[config.mk]
export PLATFORM = sky130hd
export DESIGN_NAME = tirl_irq
export DESIGN_NICKNAME = d
export VERILOG_FILES = /design/src/logic/tirl_pkg.sv /design/src/logic/tirl_irq.sv
export VERILOG_INCLUDE_DIRS = /design/src /design/src/logic
export SDC_FILE = /design/constraint.sdc
export NUM_CORES = 1
export LEC_CHECK = 0
export ABC_AREA = 1
export BUFFER_PORTS_ARGS = -buffer_cell sky130_fd_sc_hd__buf_2
export CAP_MARGIN = 20
export CORE_ASPECT_RATIO = 1.5
export CORE_MARGIN = 4
export CORE_UTILIZATION = 50
export CTS_BUF_LIST = sky130_fd_sc_hd__clkbuf_16
export DETAILED_ROUTE_END_ITERATION = 16
export PLACE_DENSITY_LB_ADDON = 0.08
export SYNTH_ARGS = -nofsm -noshare
export SYNTH_HDL_FRONTEND = slang
export SYNTH_SLANG_ARGS = --single-unit
[constraint.sdc]
create_clock -name clk_in -period 2.8 [get_ports clk_in]
set_input_delay 0.84 -clock clk_in [delete_from_list [all_inputs] [get_ports clk_in]]
set_output_delay 0.84 -clock clk_in [all_outputs]
set_load 0.005 [all_outputs]
[src/logic/tirl_consts.svh]
`ifndef TIRL_CONSTS_SVH
`define TIRL_CONSTS_SVH

// Register offsets
`define TIRL_OFS_MAIN_EN    6'h02
`define TIRL_OFS_AUX_EN     6'h03
`define TIRL_OFS_MAIN_REQ   6'h04
`define TIRL_OFS_AUX_REQ    6'h05

// Reset values
`define TIRL_RST_MAIN_EN    8'h80
`define TIRL_RST_AUX_EN     8'h00
`define TIRL_RST_MAIN_REQ   8'h14
`define TIRL_RST_AUX_REQ    8'h00

// Shared bit positions
`define TIRL_BIT_SET_SEL    7
`define TIRL_BIT_PUSH_PULL  7
`define TIRL_BIT_INVERT     7

// Primary request bits
`define TIRL_BIT_TX         6
`define TIRL_BIT_RX         5
`define TIRL_BIT_IDLE       4
`define TIRL_BIT_HIGH       3
`define TIRL_BIT_LOW        2
`define TIRL_BIT_ERR        1
`define TIRL_BIT_TIMER      0

// Auxiliary request bits
`define TIRL_BIT_SIG        4
`define TIRL_BIT_MODE       3
`define TIRL_BIT_CRC        2
`define TIRL_BIT_FON        1
`define TIRL_BIT_FOFF       0

// Timer value just before its last decrement
`define TIRL_TIMER_LAST     16'h0001

`endif

[src/logic/tirl_pkg.sv]
package tirl_pkg;

  typedef struct packed {
    logic       wr;
    logic       rd;
    logic [5:0] addr;
    logic [7:0] wdata;
  } tirl_reg_req_t;

  typedef struct packed {
    logic       start;
    logic [3:0] code;
  } tirl_cmd_t;

  typedef enum logic {
    TIRL_MD_IDLE,
    TIRL_MD_RUN
  } tirl_md_state_t;

endpackage

[src/logic/tirl_irq.sv]
`timescale 1ns/1ps
`default_nettype none
`include "tirl_consts.svh"

//Contract
// - Auxiliary enable bit 7 set: pin push-pull; clear: pin open-drain.
// - Auxiliary enable bits 4..0 gate sig-in, mode, CRC, field on/off.
// - Primary request write: bit 7 one sets marked bits, zero clears.
// - Transmit-done flag bit 6 sets after the last outgoing bit.
// - Receive flag bit 5 sets at end of valid incoming stream.
// - With receive-only-valid option, receive flag needs FIFO data present.
// - Idle flag bit 4 sets when a command finishes by itself.
// - Unknown command start returns command to idle and sets idle flag.
// - Host writing the idle command never sets the idle flag.
// - FIFO high flag bit 3 latches rising high status until cleared.
// - FIFO low flag bit 2 latches rising low status until cleared.
// - Error flag bit 1 sets while any error status bit is set.
// - Timer flag bit 0 sets when timer count decrements to zero.
// - Auxiliary request write: bit 7 one sets marked bits, zero clears.
// - Sig-in flag bit 4 sets on every edge of the sig-in pin.
// - Mode flag bit 3 sets when the mode detector finds the mode.
// - Mode detector starts on auto anticollision or RF reset; stops after detection.
// - Mode detector restarts automatically after every RF reset.
// - Checksum flag bit 2 sets when CRC command ends processing.
// - Field-on flag bit 1 sets when an external field appears.
// - Field-off flag bit 0 sets when the external field disappears.
// - Primary enable bit 7 inverts the pin against combined status.
// - Primary enable bits 6..0 gate the matching primary requests.
module tirl_irq #(
  parameter logic [3:0]  CMD_IDLE     = 4'h0,
  parameter logic [3:0]  CMD_CRC      = 4'h3,
  parameter logic [3:0]  CMD_AUTO_ANTICOLLISION_COMMAND = 4'hd,
  parameter logic [15:0] KNOWN_CMDS   = 16'hffff
) (
  input  wire logic                   clk_in,
  input  wire logic                   reset_in,
  input  wire tirl_pkg::tirl_reg_req_t reg_req_in,
  output var  logic [7:0]             reg_rdata_out,
  output var  logic                   reg_rvalid_out,
  input  wire tirl_pkg::tirl_cmd_t    cmd_in,
  input  wire logic                   cmd_finish_in,
  output var  logic [3:0]             command_out,
  input  wire logic                   tx_last_bit_in,
  input  wire logic                   rx_valid_end_in,
  input  wire logic                   receive_only_valid_option_in,
  input  wire logic                   fifo_has_data_in,
  input  wire logic                   fifo_high_status_in,
  input  wire logic                   fifo_low_status_in,
  input  wire logic [7:0]             error_status_in,
  input  wire logic                   timer_decrement_in,
  input  wire logic [15:0]            timer_count_in,
  input  wire logic                   secure_sig_in_pin_in,
  input  wire logic                   mode_found_in,
  input  wire logic                   rf_reset_in,
  output var  logic                   mode_detector_run_out,
  input  wire logic                   crc_all_done_in,
  input  wire logic                   rf_field_in,
  output var  logic                   irq_status_out,
  output var  logic                   irq_pin_out,
  output var  logic                   irq_pin_oe_out
);
  import tirl_pkg::*;

  logic [7:0]     main_en_q;
  logic [7:0]     aux_en_q;
  logic [6:0]     main_q;
  logic [6:0]     main_d;
  logic [4:0]     aux_q;
  logic [4:0]     aux_d;
  logic [6:0]     main_evt;
  logic [4:0]     aux_evt;
  logic [3:0]     command_q;
  tirl_md_state_t md_state_q;
  logic           high_prev_q;
  logic           low_prev_q;
  logic           sig_s1_q;
  logic           sig_s2_q;
  logic           sig_s3_q;
  logic           rf_s1_q;
  logic           rf_s2_q;
  logic           rf_s3_q;
  logic           wr_main_en;
  logic           wr_aux_en;
  logic           wr_main_req;
  logic           wr_aux_req;
  logic           cmd_known;
  logic           idle_evt;
  logic           irq_status_d;
  logic           irq_level_d;

  function automatic logic is_known(input logic [3:0] code);
    return KNOWN_CMDS[code];
  endfunction

  // Write-one-to-mark update; hardware events win over a same-cycle clear
  function automatic logic [6:0] mark_update(input logic [6:0] cur,
                                             input logic       wr,
                                             input logic [7:0] wdata,
                                             input logic [6:0] evt);
    logic [6:0] nxt;
    nxt = cur;
    if (wr) begin
      if (wdata[`TIRL_BIT_SET_SEL]) begin
        nxt = cur | wdata[6:0];
      end else begin
        nxt = cur & ~wdata[6:0];
      end
    end
    return nxt | evt;
  endfunction

  assign wr_main_en  = reg_req_in.wr && reg_req_in.addr == `TIRL_OFS_MAIN_EN;
  assign wr_aux_en   = reg_req_in.wr && reg_req_in.addr == `TIRL_OFS_AUX_EN;
  assign wr_main_req = reg_req_in.wr && reg_req_in.addr == `TIRL_OFS_MAIN_REQ;
  assign wr_aux_req  = reg_req_in.wr && reg_req_in.addr == `TIRL_OFS_AUX_REQ;

  // Enable registers
  always_ff @(posedge clk_in) begin
    if (reset_in) begin
      main_en_q <= `TIRL_RST_MAIN_EN;
      aux_en_q  <= `TIRL_RST_AUX_EN;
    end else begin
      if (wr_main_en) begin
        main_en_q <= reg_req_in.wdata;
      end
      if (wr_aux_en) begin
        // Bits 6..5 reserved: held at zero
        aux_en_q <= reg_req_in.wdata & 8'h9f;
      end
    end
  end

  // Command field tracking
  assign cmd_known = is_known(cmd_in.code);
  // Host start of the idle code is a known command and raises nothing
  assign idle_evt = (cmd_in.start && !cmd_known) ||
                    (!cmd_in.start && cmd_finish_in &&
                     command_q != CMD_IDLE);

  always_ff @(posedge clk_in) begin
    if (reset_in) begin
      command_q <= CMD_IDLE;
    end else if (cmd_in.start) begin
      command_q <= cmd_known ? cmd_in.code : CMD_IDLE;
    end else if (cmd_finish_in) begin
      command_q <= CMD_IDLE;
    end
  end

  // Pin synchronisers plus one stage for edge detection
  always_ff @(posedge clk_in) begin
    if (reset_in) begin
      sig_s1_q <= 1'b0;
      sig_s2_q <= 1'b0;
      sig_s3_q <= 1'b0;
      rf_s1_q  <= 1'b0;
      rf_s2_q  <= 1'b0;
      rf_s3_q  <= 1'b0;
    end else begin
      sig_s1_q <= secure_sig_in_pin_in;
      sig_s2_q <= sig_s1_q;
      sig_s3_q <= sig_s2_q;
      rf_s1_q  <= rf_field_in;
      rf_s2_q  <= rf_s1_q;
      rf_s3_q  <= rf_s2_q;
    end
  end

  always_ff @(posedge clk_in) begin
    if (reset_in) begin
      high_prev_q <= 1'b0;
      low_prev_q  <= 1'b0;
    end else begin
      high_prev_q <= fifo_high_status_in;
      low_prev_q  <= fifo_low_status_in;
    end
  end

  // Mode detector run state
  always_ff @(posedge clk_in) begin
    if (reset_in) begin
      md_state_q <= TIRL_MD_IDLE;
    end else begin
      case (md_state_q)
        TIRL_MD_IDLE: begin
          if (rf_reset_in ||
              (cmd_in.start && cmd_in.code == CMD_AUTO_ANTICOLLISION_COMMAND)) begin
            md_state_q <= TIRL_MD_RUN;
          end
        end
        TIRL_MD_RUN: begin
          if (mode_found_in && !rf_reset_in) begin
            md_state_q <= TIRL_MD_IDLE;
          end
        end
        default: md_state_q <= TIRL_MD_IDLE;
      endcase
    end
  end

  // Hardware request events
  always_comb begin
    main_evt = 7'h00;
    main_evt[`TIRL_BIT_TX]    = tx_last_bit_in;
    main_evt[`TIRL_BIT_RX]    = rx_valid_end_in &&
                                (!receive_only_valid_option_in ||
                                 fifo_has_data_in);
    main_evt[`TIRL_BIT_IDLE]  = idle_evt;
    main_evt[`TIRL_BIT_HIGH]  = fifo_high_status_in && !high_prev_q;
    main_evt[`TIRL_BIT_LOW]   = fifo_low_status_in && !low_prev_q;
    main_evt[`TIRL_BIT_ERR]   = |error_status_in;
    main_evt[`TIRL_BIT_TIMER] = timer_decrement_in &&
                                timer_count_in == `TIRL_TIMER_LAST;
  end

  always_comb begin
    aux_evt = 5'h00;
    aux_evt[`TIRL_BIT_SIG]  = sig_s2_q ^ sig_s3_q;
    aux_evt[`TIRL_BIT_MODE] = mode_found_in &&
                              md_state_q == TIRL_MD_RUN;
    aux_evt[`TIRL_BIT_CRC]  = crc_all_done_in && command_q == CMD_CRC;
    aux_evt[`TIRL_BIT_FON]  = rf_s2_q && !rf_s3_q;
    aux_evt[`TIRL_BIT_FOFF] = !rf_s2_q && rf_s3_q;
  end

  // Flags only fall through host writes
  assign main_d = mark_update(main_q, wr_main_req, reg_req_in.wdata,
                              main_evt);
  assign aux_d  = 5'(mark_update({2'b00, aux_q}, wr_aux_req,
                                 reg_req_in.wdata,
                                 {2'b00, aux_evt}));

  always_ff @(posedge clk_in) begin
    if (reset_in) begin
      main_q <= 7'(`TIRL_RST_MAIN_REQ);
    end else begin
      main_q <= main_d;
    end
  end

  always_ff @(posedge clk_in) begin
    if (reset_in) begin
      aux_q <= 5'(`TIRL_RST_AUX_REQ);
    end else begin
      aux_q <= aux_d;
    end
  end

  // Combined status and pin drive
  assign irq_status_d = |(main_q & main_en_q[6:0]) |
                        |(aux_q & aux_en_q[4:0]);
  assign irq_level_d  = irq_status_d ^ main_en_q[`TIRL_BIT_INVERT];

  always_ff @(posedge clk_in) begin
    if (reset_in) begin
      irq_status_out <= 1'b0;
      irq_pin_out    <= 1'b0;
      irq_pin_oe_out <= 1'b0;
    end else begin
      irq_status_out <= irq_status_d;
      if (aux_en_q[`TIRL_BIT_PUSH_PULL]) begin
        irq_pin_out    <= irq_level_d;
        irq_pin_oe_out <= 1'b1;
      end else begin
        // Open drain: only a low level is driven
        irq_pin_out    <= 1'b0;
        irq_pin_oe_out <= !irq_level_d;
      end
    end
  end

  // Register readback, one cycle after the read strobe
  always_ff @(posedge clk_in) begin
    if (reset_in) begin
      reg_rdata_out  <= 8'h00;
      reg_rvalid_out <= 1'b0;
    end else begin
      reg_rvalid_out <= reg_req_in.rd;
      if (reg_req_in.rd) begin
        case (reg_req_in.addr)
          `TIRL_OFS_MAIN_EN:  reg_rdata_out <= main_en_q;
          `TIRL_OFS_AUX_EN:   reg_rdata_out <= aux_en_q;
          `TIRL_OFS_MAIN_REQ: reg_rdata_out <= {1'b0, main_q};
          `TIRL_OFS_AUX_REQ:  reg_rdata_out <= {3'b000, aux_q};
          default:            reg_rdata_out <= 8'h00;
        endcase
      end
    end
  end

  always_ff @(posedge clk_in) begin
    if (reset_in) begin
      command_out           <= CMD_IDLE;
      mode_detector_run_out <= 1'b0;
    end else begin
      command_out           <= command_q;
      mode_detector_run_out <= md_state_q == TIRL_MD_RUN;
    end
  end
endmodule

`default_nettype wire

Yosys cells after proc, flatten, opt, wreduce, memory -nomap -nowiden

Memory sizes are Yosys's and may differ from the RTL's.
Cells that the tools add are included.

Flip-flop bits (word level): 56
Bits in read-only memories: 16
Input bits: 60
Output and inout port bits: 17
Memories kept: 1

Memories:

| name            | words | width | read ports | clocked after Yosys merged registers in | wr ports | line           | RTL |
|---|---|---|---|---|---|---|---|
| (no name shown) | 16    | 1     | 1          | 0                                       | 0        | tirl_irq.sv:92 | `return KNOWN_CMDS[code];` |

Order comparisons: 1
Eq/ne operators: 7
Muxes and demuxes: 13
Bitwise operators: 14
Reduce and logical (&&, ||, !) cells: 35

Operators with widths:

| operator            | count |
|---|---|
| $pmux 8 s4          | 1 |
| $logic_and 1x1->1   | 17 |
| $eq 16x1->1 const B | 1 |
| $and 7x7->7         | 2 |
| $mux 7              | 2 |
| $or 7x7->7          | 2 |
| $eq 6x2->1 const B  | 2 |
| $eq 6x3->1 const B  | 2 |
| $mux 4              | 3 |
| $and 5x5->5         | 2 |
| $mux 5              | 2 |
| $or 5x5->5          | 2 |
| $logic_not 1->1     | 9 |
| $reduce_or 8->1     | 1 |
| $not 7->7           | 1 |
| $reduce_or 7->1     | 1 |
| $lt 4x5->1 const B  | 1 |
| $reduce_or 5->1     | 1 |
| $eq 4x2->1 const B  | 1 |
| $eq 4x4->1 const B  | 1 |
| $mux 1              | 4 |
| $reduce_bool 4->1   | 1 |
| $logic_or 1x1->1    | 3 |
| $not 1->1           | 2 |
| 5 further kinds     | 6 |

Depth between registers and ports, before layout

Gate-level depths: netlist of the first run.

Word-level depth: 6
Mapped depth: 9
Depth with buffers taken out: 9

Worst setup path before layout of the first run

OpenSTA, ideal clock, no wires.

Path type: input -> register
Start: input port reg_req_in[13] in the netlist's numbering
End: register aux_q[4]
Arrival time: 1631 ps
Data required time: 2691 ps
Slack: 1061 ps
Stages: 8
Buffers on the path: 0
Cell sequence: nor2_4 nand3_2 nor2_4 nand2_1 nand2_1 nand3_1 nand2_1 inv_1

Word-level cells in the longest chain between the ends: 4

Ends and longest elaborated chain:

| item                               | line            | RTL |
|---|---|---|
| start, declared                    | tirl_irq.sv:37  | `input wire tirl_pkg::tirl_reg_req_t reg_req_in,` |
| $eq 6x3->1                         | n/a             |  |
| $logic_and 1x1->1 (no source line) | n/a             |  |
| $mux 5                             | tirl_irq.sv:102 | `if (wr) begin` |
| $or 5x5->5                         | tirl_irq.sv:109 | `return nxt \| evt;` |
| end signal, assigned               | tirl_irq.sv:243 | `` aux_q <= 5'(`TIRL_RST_AUX_REQ); `` |
| end signal, assigned               | tirl_irq.sv:245 | `aux_q <= aux_d;` |
| end, declared                      | tirl_irq.sv:68  | `logic [4:0] aux_q;` |

Every way passes these cells.
A chain may end at the register's enable or synchronous reset.

Final worst setup path of the first run

Start: input port reg_req_in[13] in the netlist's numbering
End: register aux_en_q[0]

Word-level cells in the longest chain between the ends: 2

Ends and longest elaborated chain:

| item                               | line            | RTL |
|---|---|---|
| $eq 6x2->1                         | n/a             |  |
| $logic_and 1x1->1 (no source line) | n/a             |  |
| end signal, assigned               | tirl_irq.sv:121 | `` aux_en_q <= `TIRL_RST_AUX_EN; `` |
| end signal, assigned               | tirl_irq.sv:128 | `aux_en_q <= reg_req_in.wdata & 8'h9f;` |
| end, declared                      | tirl_irq.sv:65  | `logic [7:0] aux_en_q;` |

Every way passes these cells.

==> metrics.cfg, run 1 <==
[outcome]
status = completed

[min_path]
worst_hold_path_type = register to register
holdPathEnd = rf_s2_q$_SDFF_PP0_
hold_depth = 2
hp-start = rf_s1_q$_SDFF_PP0_

[sta]
worst_pin_slew_ns = 0.435
min_period_over_period_pct = 62.7
max_slew_margin_pct = 70.9
whs_ns = 0.403
setup_tns_ns = 0
rsz0062_at_grt = no
fmax_mhz = 569
skew_ns = 0.00340
fin_crit_ns = 1.76
slew_viol_final = 0
final-hold-violation-count = 0
setup_viol = 0

[yosys]
synth.ff_latch_count = 56
yosysUniqueCellTypes = 25
postSynthNetCount = 417
synthTopCellsByArea = dfxtp_1 45%, nand2_1 9.4%, nor2_1 9.3%, inv_1 8.7%, a21oi_1 5.6%
synth_edf_count = 0
synthFlopType = dfxtp_1
async_reset_ff_share_pct = 0
ys_warn_count = 0
syn_area_per_cell_sq_um = 7.03
synth.yosys.seq_area_share_pct = 44.7
netlist_area_sq_um = 2510
synthTopCellsByCount = 63 x nand2_1, 62 x nor2_1, 58 x inv_1
synth_top_area_cell = dfxtp_1
synth_top_area_share_pct = 44.7
netlist_instances = 357
synth_most_common_cell = nand2_1

[layout]
syn2layout_area_growth_pct = 23.9
diodes = 0
final_nets = 493
n_fill_cell = 477
fin_area_sq_um = 3110
drive_above_1_share_pct = 22.1

[pwr]
power_density_nw_per_um2 = 537
fin_total_pwr_uw = 1670
ir_drop_v = 0.000421
p_leak_uw = 0.00146

[global_routing]
grt_max_degree = 26
grt_pass1_vias = 2290
grt_overflow = 0
track_usage_pct = 20.2
grt_pass1_wl_microns = 9760
antenna_found_initial = 0

[clocking]
clk_latency_ns = 0.29
cts_root_buf = clkbuf_16
post-cts-setup-buffers = 0
hold_buffers = 0
htree_num_levels = 2
post_cts_resized = 0
cts_num_sinks = 56
clk_pin_slew_ns = 0.07
ctsLongestPathBuffers = 2
cts_buffers = 5
cts_tree = yes

[detailed_routing]
dr_total_vias = 2476
drcViolationCount = 0
viasPerCell = 4.95
wire_per_inst_microns = 12.3
final_antenna_net_count = 0
first_pass_iters = 4
routed_wl_microns = 6150
drtIter0Drc = 100

[placed_design]
gp_congestion = 0.855
io_buffers = 76
dpl_cell_area_sq_um = 2950
hpwlAfterDp_microns = 4630

[die]
dieArea_sq_um = 6240
dieHeight_microns = 94.8
die-width_microns = 65.9
floorplan.initialDensity_pct = 51.8
fp-row-count = 31
io_pins = 77
design.core.area_sq_um = 4850

[critical_path]
cp.required_ns = 2.97
crit_family = simple AND/OR/NAND/NOR gates
critPathArrivalTime_ns = 1.93
r2r_start = main_en_q[3]$_SDFFE_PP0P_
critPathMaxStageDelay_ns = 0.41
cp_slowest_cell = nand4_1
path_depth = 5
reg2reg_to = irq_pin_oe_out$_SDFF_PP0_
start_kind = input port
path_max_fanout = 12
reg2regPathDepth = 7
rrSetupSlack_ns = 1.68
critical_path.cell_chain = buf_2 -> nor2_4 -> nand4_1 -> o21ai_0 -> a21oi_1
crit_type = input port to register
path_buf_inv = 1
end_kind = register

[run]
max-cap-violations = 0

[layout make-up]
cell class / count / area [sq um] / area share, %
clock inverters: 3 / 37.5 / 1.21
multi-input cells: 231 / 1110 / 35.9
well taps: 66 / 82.6 / 2.66
flip-flops and latches: 56 / 1120 / 36.1
repair buffers: 79 / 403 / 13.0
inverters: 60 / 225 / 7.24
clock buffers: 5 / 125 / 4.02
[logic make-up (layout without fill, tap and decap cells)]
kind of cell / after synthesis / count (layout) / synth area share, %
xor gates and xnor gates: 1 / 1 / 0.349
DFF: 56 / 56 / 44.7
buffers and inverters: 70 / 147 / 10.9
and+or+nand+nor: 155 / 155 / 27.7
AOI/OAI and AO/OA: 75 / 75 / 16.4
[metal layers]
| metal | part of all wire, % | track usage (%) | wire length, microns |
|---|---|---|---|
| met1 | 39 | 22.3 | 2420 |
| met2 | 52 | 36.7 | 3190 |
| met3 | 5.3 | 3.33 | 329 |
| met4 | 3.5 | 9.69 | 214 |
| met5 | 0 | 0 | 0 |
[state kept, by name (all words and copies together), names as in the netlist, 4 cells and up]
register and flops:
aux_en_q 6, aux_q 5, command_out 4, command_q 4
main_en_q 8, main_q 7, reg_rdata_out 8
[worst max-delay path by stage]
stage                         startpoint                        to  slack [ns]
after floorplan           reg_req_in[13]       aux_q[4]$_SDFF_PP0_        1.06
after global placement    reg_req_in[13]  aux_en_q[7]$_SDFFE_PP0P_        0.73
after detailed placement  reg_req_in[13]  aux_en_q[0]$_SDFFE_PP0P_        0.70
after CTS                 reg_req_in[13]  aux_en_q[0]$_SDFFE_PP0P_         1.0
after global routing      reg_req_in[11]  aux_en_q[7]$_SDFFE_PP0P_        0.78
final                     reg_req_in[13]  aux_en_q[0]$_SDFFE_PP0P_        1.04
[power by group]
group	internal [uW]	switching, uW	total, uW
logic	63.9	86.8	151
registers	819	8.82	828
clock network	416	275	692
[cells in the final DEF, fill, tap and decap left out, drive strengths merged]
| master | synthesis | layout |
|---|---|---|
| nor2 | 69 | 69 |
| xnor2 | 1 | 1 |
| nor4 | 2 | 2 |
| clkbuf | 6 | 5 |
| o21ai | 35 | 35 |
| o211ai | 3 | 3 |
| nand4 | 7 | 7 |
| o22ai | 4 | 4 |
| a32o | 4 | 4 |
| dfxtp | 56 | 56 |
| a21oi | 28 | 28 |
| clkinv | 1 | 3 |
| nor3 | 2 | 2 |
| o2111ai | 1 | 1 |
| buf | 4 | 79 |
| bufinv | 0 | 1 |
| nand3 | 12 | 12 |
| inv | 59 | 59 |
| nand2 | 63 | 63 |
[through the flow]
stage	std cells	util (%)	worst slack [ns]
6_report	500	64.1	1.04
4_1_cts	500	64.1	1.00
2_1_floorplan	357	-	1.06
5_1_grt	500	64.1	0.783
3_3_place_gp	492	60.8	0.726
3_5_place_dp	492	60.8	0.699
[tightest hold or removal path, stage by stage, from the launching register on]
cell and delay [ns]:
dfxtp_1 0.30, inv_1 0.04, nor2_1 0.03
No activity file was read; power rests on OpenSTA's default activity.
==> run 2: changes to the inputs <==
CORE_UTILIZATION = 46   (was 50)
clock period = 1.5 ns   (was 2.8 ns; I/O delays follow)
==> run 2 against run 1 <==
Net effect: sequential power up 87%; worst hold slack got worse by 0.043 ns; largest cell class unchanged; critical path depth rose by 3; critical endpoint is now main_en_q[3]$_SDFFE_PP0P_; clock power increased by 85%; utilization fell by 2.8 points; register-to-register slack lost 1.4 ns; flip-flop and latch count did not move.
==> metrics.cfg, run 2 (synthesized netlist as in run 1, its figures left out) <==
[placed_design]
io_buffers = 76
place_ws_ns = -0.0971
hpwlAfterDp_microns = 4930
gp_congestion = 0.873

[layout]
reg_top3 = main_en_q (8), reg_rdata_out (8), main_q (7)
syn2layout_area_growth_pct = 27.1
n_fill_cell = 518
diodes = 0
drive_above_1_share_pct = 23.6
multi_input_area_sq_um = 1110
layout_common_cells = 76 x buf_2, 63 x nand2_1, 62 x nor2_1
mostFrequentLayoutCell = buf_2
seqCellArea_sq_um = 1120
utilization_pct = 61.3
final_nets = 500

[die]
die-width_microns = 68.3
fp-row-count = 32
io_pins = 77
dieArea_sq_um = 6730
dieHeight_microns = 98.5
design.core.area_sq_um = 5200
floorplan.initialDensity_pct = 48.2

[clocking]
clk_latency_ns = 0.29
hold_buffers = 0
clk_pin_slew_ns = 0.07
cts_buffers = 5
ctsLongestPathBuffers = 2
post-cts-setup-buffers = 0
htree_num_levels = 2
cts_tree = yes
post_cts_resized = 0
cts_num_sinks = 56
cts_root_buf = clkbuf_16

[detailed_routing]
wire_per_inst_microns = 12.6
drtIter0Drc = 92
viasPerCell = 4.93
first_pass_iters = 4
routed_wl_microns = 6390
drcViolationCount = 0
final_antenna_net_count = 0
dr_total_vias = 2509

[sta]
fin_crit_ns = 1.30
setup_ws_ns = 0.204
setup_viol = 0
final-hold-violation-count = 0
max_slew_margin_pct = 82.4
slew_viol_final = 0
skew_ns = 0.00671
whs_ns = 0.360
rsz0062_at_grt = no
fmax_mhz = 772
worst_pin_slew_ns = 0.263
min_period_over_period_pct = 86.4

[outcome]
status = completed

[global_routing]
grt_overflow = 0
grt_pass1_wl_microns = 10400
grt_pass1_vias = 2443
grt_max_degree = 32
antenna_found_initial = 0
track_usage_pct = 20.1

[critical_path]
end_kind = register
path_buf_inv = 3
crit_family = simple AND/OR/NAND/NOR gates
critPathArrivalTime_ns = 1.47
cp.required_ns = 1.68
critPathMaxStageDelay_ns = 0.17
path_max_fanout = 14
critical_path.cell_chain = buf_2 -> nor2_2 -> buf_4 -> nand3_4 -> nor2_4 -> inv_2 -> o21ai_0 -> a21oi_1
cp_slowest_cell = o21ai_0
start_kind = input port
crit_type = input port to register

[min_path]
worst_hold_path_type = input port to register

[pwr]
ir_drop_v = 0.000838
power_density_nw_per_um2 = 978
p_leak_uw = 0.00151
fin_total_pwr_uw = 3120

[run]
max-cap-violations = 0

run 2: cell count changes in the layout (fill, tap and decap cells not counted):
cell and change:
clkinv_1 -2, buf_12 +2, clkinv_2 +1, inv_1 +1, buf_4 +5
run 2: final timing paths:
path	start	to	slack, ns	depth (start not counted)
max	reg_req_in[11]	main_en_q[3]$_SDFFE_PP0P_	0.20	8
min reg2reg	sig_s1_q$_SDFF_PP0_	sig_s2_q$_SDFF_PP0_	0.40	2
max reg2reg	aux_en_q[1]$_SDFFE_PP0P_	irq_pin_oe_out$_SDFF_PP0_	0.32	7
min	rf_field_in	rf_s1_q$_SDFF_PP0_	0.36	3
run 2: final cells by class:
type | instances | share of cell area, %
flip-flops and latches | 56 | 35.1
inverters | 60 | 7.06
repair buffers | 86 | 15.1
clock inverters | 3 | 1.22
well taps | 68 | 2.67
clock buffers | 5 | 3.92
multi-input cells | 231 | 34.9
run 2: where the power goes:
part / switching [uW] / total (uW) / internal (uW) / leakage, uW
Clock: 502 / 1280 / 779 / 0.0000850
Combinational: 166 / 294 / 128 / 0.000970
Sequential: 17.4 / 1550 / 1530 / 0.000457
Total: 686 / 3120 / 2440 / 0.00151
run 2: worst reg2reg max path, cell delays in order (launching register included):
cell and delay, ns:
dfxtp_1 0.30, inv_1 0.09, o21ai_0 0.10, nor2_1 0.24, nand3_1 0.14, nand2_1 0.11, nand3_1 0.08, nand2_1 0.06
run 2: metal layers:
metal	track usage [%]	routed length, microns
met1	21.7	2540
met2	37.0	3450
met3	3.53	235
met4	7.81	163
met5	0	0
run 2: metrics by stage:
step / area (sq um) / instances / TNS [ns]
floorplan: 2510 / 357 / 0
global placement: 3030 / 501 / -0.670
detailed placement: 3030 / 501 / -1.26
CTS: 3190 / 509 / 0
global route: 3190 / 509 / 0
finish: 3190 / 509 / 0
